===== src/gpioa_pkg.sv =====
// package of register offsets, field positions and constants for the gpio port
package gpioa_pkg;
  localparam int NPINS = 16;
  localparam int NIRQ  = 13;
  localparam int AW    = 6;
  localparam int DW    = 32;
  // register byte offsets
  localparam logic [AW-1:0] OUT_OFS    = 6'h00;
  localparam logic [AW-1:0] DIR_OFS    = 6'h04;
  localparam logic [AW-1:0] IN_OFS     = 6'h08;
  localparam logic [AW-1:0] ITYPE_OFS  = 6'h0c;
  localparam logic [AW-1:0] ISTAT_OFS  = 6'h10;
  localparam logic [AW-1:0] IMASK_OFS  = 6'h14;
  localparam logic [AW-1:0] ALT_OFS    = 6'h18;
  localparam logic [AW-1:0] CLK14_OFS  = 6'h1c;
  localparam logic [AW-1:0] CLK15_OFS  = 6'h20;
  // trigger codes of pins 10 to 12 spill into a second word
  localparam logic [AW-1:0] ITYPE_HI_OFS = 6'h24;
  // direction register: 1 = input; pin 14 input, pin 15 output at reset
  localparam logic [15:0] DIR_RST      = 16'h7fff;
  // alt select bits
  localparam int ALT_USBDEV = 0;
  localparam int ALT_USBHST = 1;
  localparam int ALT_SNAPM  = 2;
  localparam int ALT_SNAPS  = 3;
  localparam int ALT_CLK14  = 4;
  localparam int ALT_CLK15  = 5;
  localparam logic [5:0] ALT_RST = 6'h20;
  localparam int PIN_USBDEV = 0;
  localparam int PIN_USBHST = 1;
  localparam int PIN_SNAPM  = 7;
  localparam int PIN_SNAPS  = 8;
  localparam int PIN_CK14   = 14;
  localparam int PIN_CK15   = 15;
  // clock output control: [3:0] high count, [7:4] low count, in core cycles minus one
  localparam int CKH_LSB = 0;
  localparam int CKL_LSB = 4;
  localparam int CKW     = 4;
  localparam logic [7:0] CK_RST = 8'h11;
  // interrupt trigger encodings, three bits per pin
  typedef enum logic [2:0] {
    GPIOA_TRG_HIGH = 3'b000,
    GPIOA_TRG_LOW  = 3'b001,
    GPIOA_TRG_RISE = 3'b010,
    GPIOA_TRG_FALL = 3'b011,
    GPIOA_TRG_EDGE = 3'b100
  } gpioa_trg_t;
  localparam int TRGW = 3;
  // trigger field split: ten pins in the low word, the rest in the high word
  localparam int ITLO_W = 30;
  localparam int ITHI_W = NIRQ*TRGW - ITLO_W;
  // shortest output period in core cycles, keeps the clock at or below 33.33 MHz
  localparam int CK_MIN_CYC = 3;
endpackage


===== src/gpioa_clkgen.sv =====
// programmable clock divider driving one clock output pin
`timescale 1ns/1ps
module gpioa_clkgen
  import gpioa_pkg::*;
(
  input  wire logic            core_clk_i,
  input  wire logic            rstn_i,
  input  wire logic [CKW-1:0]  high_i,
  input  wire logic [CKW-1:0]  low_i,
  output logic                 clk_o
);
  logic [CKW-1:0] cnt_reg,  cnt_next;
  logic           clk_reg,  clk_next;
  logic [CKW-1:0] hi_eff, lo_eff;
  logic [CKW:0]   per;
  // period is clamped so the output never exceeds the ceiling
  always_comb begin
    hi_eff   = high_i;
    lo_eff   = low_i;
    per      = {1'b0, hi_eff} + {1'b0, lo_eff} + (CKW+1)'(2);
    if (per < (CKW+1)'(CK_MIN_CYC)) begin
      lo_eff = lo_eff + CKW'(1);
    end
    cnt_next = cnt_reg + CKW'(1);
    clk_next = clk_reg;
    if (clk_reg && cnt_reg >= hi_eff) begin
      clk_next = 1'b0;
      cnt_next = '0;
    end else if (!clk_reg && cnt_reg >= lo_eff) begin
      clk_next = 1'b1;
      cnt_next = '0;
    end
  end
  // registered divider state
  always_ff @(posedge core_clk_i or negedge rstn_i) begin
    if (!rstn_i) begin
      cnt_reg <= '0;
      clk_reg <= 1'b0;
    end else begin
      cnt_reg <= cnt_next;
      clk_reg <= clk_next;
    end
  end
  assign clk_o = clk_reg;
endmodule


===== src/gpioa_port.sv =====
// sixteen pin gpio port with interrupts and alternate clock functions
//
// Overview of operation
// sixteen pins, each individually a general input or general output
// pins 0 to 12 can raise interrupts; pins 13 to 15 cannot
// pin 1 can carry an external bypass clock for usb 2.0 host
// pin 0 can carry an external bypass clock for usb 1.1 device
// pins 14 and 15 can output a clock, programmable rate and duty
// pin 14 is an input after reset
// pin 15 is an output driving clock after reset
// pin 15 clock after reset may feed the expansion bus
// pin 7 feeds master snapshot, pin 8 slave snapshot
// under spread spectrum clocking system should route usb clocks on pins 0,1
// software writes direction and level, reads every pin level
// each enabled interrupt pin raises its own request on its trigger
//
// Added by the designer: strobed register access and the placing of the registers.
`timescale 1ns/1ps
module gpioa_port
  import gpioa_pkg::*;
(
  input  wire logic                     core_clk_i,
  input  wire logic                     rstn_i,
  input  wire logic [gpioa_pkg::AW-1:0] addr_i,
  input  wire logic [gpioa_pkg::DW-1:0] wdata_i,
  input  wire logic                     wr_i,
  input  wire logic                     rd_i,
  output logic      [gpioa_pkg::DW-1:0] rdata_o,
  input  wire logic [15:0]              pin_i,
  output logic      [15:0]              pin_o,
  output logic      [15:0]              pin_oe_o,
  output logic      [12:0]              irq_req_o,
  output logic                          irq_o,
  output logic                          usb_dev_clk_o,
  output logic                          usb_host_clk_o,
  output logic                          snap_master_o,
  output logic                          snap_slave_o,
  output logic                          exp_clk_o
);
  import gpioa_pkg::*;

  logic [15:0]          out_reg,   out_next;
  logic [15:0]          dir_reg,   dir_next;
  logic [NIRQ*TRGW-1:0] itype_reg, itype_next;
  logic [NIRQ-1:0]      istat_reg, istat_next;
  logic [NIRQ-1:0]      imask_reg, imask_next;
  logic [5:0]           alt_reg,   alt_next;
  logic [7:0]           ck14_reg,  ck14_next;
  logic [7:0]           ck15_reg,  ck15_next;
  logic [DW-1:0]        rdata_reg, rdata_next;
  logic [15:0]          s1_reg, s2_reg, prev_reg;
  logic [15:0]          pin_reg,   pin_next;
  logic [15:0]          oe_reg,    oe_next;
  logic [NIRQ-1:0]      req_reg,   req_next;
  logic                 irq_reg,   irq_next;
  logic [3:0]           alt_in_reg, alt_in_next;
  logic                 exp_reg,   exp_next;
  logic                 ck14, ck15;
  logic [NIRQ-1:0]      trig;

  // register write decode
  function automatic logic hit(input logic [AW-1:0] a, input logic [AW-1:0] ofs);
    hit = (a == ofs);
  endfunction

  // clock output dividers for pins 14 and 15
  // programmable clock outputs
  gpioa_clkgen u_ck14 (
    .core_clk_i (core_clk_i),
    .rstn_i     (rstn_i),
    .high_i     (ck14_reg[CKH_LSB +: CKW]),
    .low_i      (ck14_reg[CKL_LSB +: CKW]),
    .clk_o      (ck14)
  );
  gpioa_clkgen u_ck15 (
    .core_clk_i (core_clk_i),
    .rstn_i     (rstn_i),
    .high_i     (ck15_reg[CKH_LSB +: CKW]),
    .low_i      (ck15_reg[CKL_LSB +: CKW]),
    .clk_o      (ck15)
  );

  // two flop synchroniser on the pin inputs, then one stage for edge history
  always_ff @(posedge core_clk_i or negedge rstn_i) begin
    if (!rstn_i) begin
      s1_reg   <= '0;
      s2_reg   <= '0;
      prev_reg <= '0;
    end else begin
      s1_reg   <= pin_i;
      s2_reg   <= s1_reg;
      prev_reg <= s2_reg;
    end
  end

  // per pin trigger detection on synchronised levels
  genvar g;
  generate
    for (g = 0; g < NIRQ; g++) begin : g_trig
      always_comb begin
        case (gpioa_trg_t'(itype_reg[g*TRGW +: TRGW]))
          GPIOA_TRG_HIGH: trig[g] = s2_reg[g];
          GPIOA_TRG_LOW:  trig[g] = !s2_reg[g];
          GPIOA_TRG_RISE: trig[g] = s2_reg[g] && !prev_reg[g];
          GPIOA_TRG_FALL: trig[g] = !s2_reg[g] && prev_reg[g];
          GPIOA_TRG_EDGE: trig[g] = s2_reg[g] ^ prev_reg[g];
          default:        trig[g] = 1'b0;
        endcase
      end
    end
  endgenerate

  // next state of software registers, status and read data
  always_comb begin
    out_next   = out_reg;
    dir_next   = dir_reg;
    itype_next = itype_reg;
    imask_next = imask_reg;
    alt_next   = alt_reg;
    ck14_next  = ck14_reg;
    ck15_next  = ck15_reg;
    rdata_next = '0;
    istat_next = istat_reg;
    if (wr_i) begin
      // direction and level writes
      if (hit(addr_i, OUT_OFS))   out_next   = wdata_i[15:0];
      if (hit(addr_i, DIR_OFS))   dir_next   = wdata_i[15:0];
      if (hit(addr_i, ITYPE_OFS)) itype_next[ITLO_W-1:0] = wdata_i[ITLO_W-1:0];
      if (hit(addr_i, ITYPE_HI_OFS)) begin
        itype_next[NIRQ*TRGW-1:ITLO_W] = wdata_i[ITHI_W-1:0];
      end
      if (hit(addr_i, IMASK_OFS)) imask_next = wdata_i[NIRQ-1:0];
      if (hit(addr_i, ALT_OFS))   alt_next   = wdata_i[5:0];
      if (hit(addr_i, CLK14_OFS)) ck14_next  = wdata_i[7:0];
      if (hit(addr_i, CLK15_OFS)) ck15_next  = wdata_i[7:0];
      if (hit(addr_i, ISTAT_OFS)) istat_next = istat_reg & ~wdata_i[NIRQ-1:0];
    end
    // only pins 0 to 12 set status; set wins over clear
    istat_next = istat_next | trig;
    if (rd_i) begin
      case (addr_i)
        OUT_OFS:   rdata_next = {16'h0000, out_reg};
        DIR_OFS:   rdata_next = {16'h0000, dir_reg};
        // live pin levels
        IN_OFS:    rdata_next = {16'h0000, s2_reg};
        ITYPE_OFS: rdata_next = {{(DW-ITLO_W){1'b0}}, itype_reg[ITLO_W-1:0]};
        ITYPE_HI_OFS: begin
          rdata_next = {{(DW-ITHI_W){1'b0}}, itype_reg[NIRQ*TRGW-1:ITLO_W]};
        end
        ISTAT_OFS: rdata_next = {{(DW-NIRQ){1'b0}}, istat_reg};
        IMASK_OFS: rdata_next = {{(DW-NIRQ){1'b0}}, imask_reg};
        ALT_OFS:   rdata_next = {26'h0000000, alt_reg};
        CLK14_OFS: rdata_next = {24'h000000, ck14_reg};
        CLK15_OFS: rdata_next = {24'h000000, ck15_reg};
        default:   rdata_next = '0;
      endcase
    end
  end

  // pin drive, interrupt and alternate function outputs
  always_comb begin
    pin_next = out_reg;
    // per pin direction, 1 selects input
    oe_next  = ~dir_reg;
    // clock outputs override the level when selected and driven
    if (alt_reg[ALT_CLK14]) pin_next[PIN_CK14] = ck14;
    // pin 15 drives its clock from reset
    if (alt_reg[ALT_CLK15]) pin_next[PIN_CK15] = ck15;
    // usb device bypass clock pin stays input
    if (alt_reg[ALT_USBDEV]) oe_next[PIN_USBDEV] = 1'b0;
    // usb host bypass clock pin stays input
    if (alt_reg[ALT_USBHST]) oe_next[PIN_USBHST] = 1'b0;
    // snapshot pins stay inputs
    if (alt_reg[ALT_SNAPM]) oe_next[PIN_SNAPM] = 1'b0;
    if (alt_reg[ALT_SNAPS]) oe_next[PIN_SNAPS] = 1'b0;
    alt_in_next = {alt_reg[ALT_SNAPS]  & s2_reg[PIN_SNAPS],
                   alt_reg[ALT_SNAPM]  & s2_reg[PIN_SNAPM],
                   alt_reg[ALT_USBHST] & s2_reg[PIN_USBHST],
                   alt_reg[ALT_USBDEV] & s2_reg[PIN_USBDEV]};
    // expansion bus clock from pin 15 divider
    exp_next = alt_reg[ALT_CLK15] & ck15;
    // one request line per enabled pin
    req_next = istat_reg & imask_reg;
    irq_next = |(istat_reg & imask_reg);
  end

  // register all state
  always_ff @(posedge core_clk_i or negedge rstn_i) begin
    if (!rstn_i) begin
      out_reg    <= '0;
      // pin 14 input, R7: pin 15 output
      dir_reg    <= DIR_RST;
      itype_reg  <= '0;
      istat_reg  <= '0;
      imask_reg  <= '0;
      alt_reg    <= ALT_RST;
      ck14_reg   <= CK_RST;
      ck15_reg   <= CK_RST;
      rdata_reg  <= '0;
      pin_reg    <= '0;
      oe_reg     <= '0;
      req_reg    <= '0;
      irq_reg    <= 1'b0;
      alt_in_reg <= '0;
      exp_reg    <= 1'b0;
    end else begin
      out_reg    <= out_next;
      dir_reg    <= dir_next;
      itype_reg  <= itype_next;
      istat_reg  <= istat_next;
      imask_reg  <= imask_next;
      alt_reg    <= alt_next;
      ck14_reg   <= ck14_next;
      ck15_reg   <= ck15_next;
      rdata_reg  <= rdata_next;
      pin_reg    <= pin_next;
      oe_reg     <= oe_next;
      req_reg    <= req_next;
      irq_reg    <= irq_next;
      alt_in_reg <= alt_in_next;
      exp_reg    <= exp_next;
    end
  end

  assign rdata_o        = rdata_reg;
  assign pin_o          = pin_reg;
  assign pin_oe_o       = oe_reg;
  assign irq_req_o      = req_reg;
  assign irq_o          = irq_reg;
  assign usb_dev_clk_o  = alt_in_reg[0];
  assign usb_host_clk_o = alt_in_reg[1];
  assign snap_master_o  = alt_in_reg[2];
  assign snap_slave_o   = alt_in_reg[3];
  assign exp_clk_o      = exp_reg;
endmodule


===== config.mk =====
export PLATFORM = sky130hd
export DESIGN_NAME = gpioa_port
export DESIGN_NICKNAME = d
export VERILOG_FILES = /design/src/gpioa_pkg.sv /design/src/gpioa_clkgen.sv /design/src/gpioa_port.sv
export SDC_FILE = /design/constraint.sdc
export NUM_CORES = 1
export LEC_CHECK = 0
export BUFFER_PORTS_ARGS = -buffer_cell sky130_fd_sc_hd__clkbuf_2
export CORE_ASPECT_RATIO = 1.4
export CORE_UTILIZATION = 27
export DETAILED_ROUTE_END_ITERATION = 12
export GPL_ROUTABILITY_DRIVEN = 0
export PLACE_DENSITY = 0.45
export REMOVE_ABC_BUFFERS = 1
export SLEW_MARGIN = 20
export SYNTH_ARGS = -nofsm -noshare
export SYNTH_HDL_FRONTEND = slang
export SYNTH_SLANG_ARGS = --single-unit

===== constraint.sdc =====
create_clock -name core_clk_i -period 8.4 [get_ports core_clk_i]
set_clock_uncertainty 0.1 [all_clocks]
set_input_delay 0.42 -clock core_clk_i [delete_from_list [all_inputs] [get_ports core_clk_i]]
set_output_delay 0.42 -clock core_clk_i [all_outputs]
set_load 0.05 [all_outputs]

==> impl_metrics.toml <==
[timing]
max_clock_freq_ghz = 0.287
final_report_max_slew_violation_count = 0
timing.slew.headroom_pct = 30.1
tns_ns = 0
hold_ws_ns = 0.0218
timing.final.crit_period_ns = 3.48
setup_viol = 0
final.period_utilization_pct = 41.5
hold_viol_final = 0
grt_setup_unrepaired = "false"
max_slew.worst_pin.slew_ns = 1.05

[global_routing]
global_route_wire_length_before_repair_um = 47500
grt_max_degree = 125
grt_antenna_before_repair = 3
global_route.overflow_total = 0
grtUsageTotal_pct = 14.7
via_count_of_the_first_global_routing_pass = 7795

[critical_path]
crit_path_start_kind = "register"
crit_path_end_kind = "register"
critical_setup_path_class = "register to register"
setup.reg_to_reg.worst_slack_ns = 4.92
worst_path_dominant_cell_family = "adder cells"
slowest_cell_delay_on_critical_path_ns = 0.60
r2r_end = "u_ck15.cnt_reg[1]"
timing.critical_path.slowest_stage_cell = "o311ai_0"
crit_path_max_fanout = 5
data_required_time_at_the_worst_endpoint_ns = 8.79
crit_arrival_ns = 3.87
r2r_cells = 14
reg2reg_from = "ck15_reg[5]"
path_buf_inv = 3
crit_path_cell_trace = "inv_1 -> ha_1 -> inv_1 -> ha_1 -> inv_1 -> fa_1 -> xnor2_1 -> a21oi_1 -> o211ai_1 -> nor2_1 -> xnor2_1 -> ha_1 -> o311ai_0 -> and2_1"

[synth]
async_reset_ff_share_pct = 100
synth_cell_type_count = 57
mappedNetlistArea_um2 = 11300
synth-seq-cells = 255
number_of_flops_mapped_to_enable_cells_by_yosys = 0
synth_cells = 897
synth.yosys.seq_area_share_pct = 56.6
dominantRegCellSynth = "dfrtp_1"
avgSynthCellArea_um2 = 12.6
synth_warnings = 0

[floorplan]
row_count = 88
vert_die_dim_um = 244
design.die.area_um2 = 42700
core_region_area_um2 = 41300
initial_utilization_pct = 27.4
top_level_ports = 141
die_w_um = 175

[place]
place.detailed.hpwl_um = 21300
placed_cells_incl_taps = 1552
io_buffer_count = 136

[route]
wl_per_cell_um = 19.1
detail_route.first_pass.iterations = 4
drt_iter0_drc = 351
remaining_design_rule_violation_count = 0
detailroute.via_count = 7393
route.antenna.remaining_nets = 0
finalWirelength_um = 31100
viasPerCell = 4.52

[cts]
postCtsSetupBuffers = 0
tritoncts.num_buffers = 27
cts_htree_levels = 1
clock-sinks = 255
post_cts_resize_count = 0
worst_setup_hold_path_clk_slew_ns = 0.07
clock-root-buffer = "clkbuf_16"
clkLatencyLatePin_ns = 0.57
max-clock-path-buffers = 3
tritoncts_clock_tree = "built"

[power]
power.leakage_nw = 6.57
power_per_cell_area_nw_per_um2 = 247
ir_worst_vdd_mv = 0.163

[layout]
final_util_pct = 33.7
layout.nets = 1192
largest_reg_flops = 39
finish.cell_count_without_fillers = 1634
synthToLayoutAreaGrowth_pct = 23.0
layout_cells_sized_above_1_pct = 26.2

[worst_hold_path]
hold_path_class = "input port to register"
timing.hold.worst_endpoint = "out_reg[14]"
min_delay_path_depth = 2
timing.hold.worst.start = "wdata_i[14]"

[run_status]
status = "completed"

[job]
max_cap_viol_count = 0
cells in the final DEF (no fill, tap or decap), drive strengths merged, types with 31 or more instances in the layout:
cell type / n
ha: 60
dfrtp: 235
and2: 42
mux2: 109
clkbuf: 171
nand2: 47
nor2: 43
inv: 62
dlygate4sd3: 31
mux2i: 35
o21ai: 44
cell usage after synthesis (4+ instances only):
master | count | area share [%]
dfrtp_1 | 235 | 52
inv_1 | 61 | 2.0
ha_1 | 60 | 6.6
mux2_2 | 59 | 5.9
mux2_1 | 50 | 5.0
nand2_1 | 46 | 1.5
o21ai_0 | 44 | 1.9
nor2_1 | 43 | 1.4
and2_1 | 41 | 2.3
mux2i_1 | 35 | 3.1
a21oi_1 | 23 | 1.0
dfstp_2 | 20 | 4.6
xnor2_1 | 17 | 1.3
a22o_1 | 16 | 1.2
buf_2 | 15 | 0.66
nand2b_1 | 12 | 0.66
clkbuf_1 | 11 | 0.36
nand3_1 | 10 | 0.44
a31oi_1 | 8 | 0.44
a211o_1 | 7 | 0.54
o211ai_1 | 7 | 0.46
xor2_1 | 7 | 0.54
a221oi_1 | 6 | 0.46
nor3_1 | 5 | 0.22
a22oi_1 | 4 | 0.27
or4_1 | 4 | 0.27
area by class of cell:
type / instances / area [µm²]
diodes: 1 / 2.50
clock buffers: 36 / 759
clock inverters: 14 / 235
fillers: 4176 / 27400
inverters: 61 / 229
multi-input cells: 550 / 4530
flip-flops and latches: 255 / 6410
well taps: 540 / 676
repair buffers: 177 / 1080
power by group:
part	switching [W]	total (W)	internal, W	leakage, nW
sequential	0.000120	0.00149	0.00137	3.14
combinational	0.000368	0.000609	0.000241	2.93
clock	0.000519	0.00134	0.000821	0.495
total	0.00101	0.00344	0.00243	6.57
worst max path at each step:
| stage | startpoint | endpoint | slack (ns) | cells after the start |
|---|---|---|---|---|
| 2_1_floorplan | ck15_reg[5] | u_ck15.cnt_reg[0] | 5.35 | 16 |
| 3_3_place_gp | addr_i[2] | itype_reg[14] | 4.65 | 7 |
| 3_5_place_dp | addr_i[2] | itype_reg[17] | 4.60 | 7 |
| 4_1_cts | ck15_reg[5] | u_ck15.cnt_reg[0] | 4.83 | 14 |
| 5_1_grt | ck15_reg[5] | u_ck15.cnt_reg[0] | 4.63 | 14 |
| 6_report | ck15_reg[5] | u_ck15.cnt_reg[1] | 4.92 | 14 |
timing repair:
action	4_1_cts	5_1_grt
hold buffers	31	0
setup endpoints to repair	0	0
hold endpoints to repair	140	0
stage by stage:
stage,power [W],setup slack (ns),area [µm²]
global route,0.00362,4.63,13900
detailed placement,0.00213,4.60,12600
finish,0.00344,4.92,13900
global placement,0.00211,4.65,12600
floorplan,0.00190,5.35,11200
CTS,0.00350,4.83,13900
cell families after synthesis:
logic type      count (synthesis)  synth area share (%)
flops                         255                  56.6
simple gates                  184                  8.94
mux                           147                  14.5
compound gates                131                  7.61
buf+inv                        93                  3.42
fa+ha+maj                      62                  6.99
xor+xnor                       24                  1.86
other cells                     1                0.0331
metal layers:
layer  track usage, %  wire, µm  vias to the layer above
li1                 -         -                     3470
met1             17.9     13000                     3727
met2             25.8     15700                      135
met3             2.47      1170                       57
met4             5.55      1180                        4
met5                0        26                        -
Power figures use the tool's default switching activity.
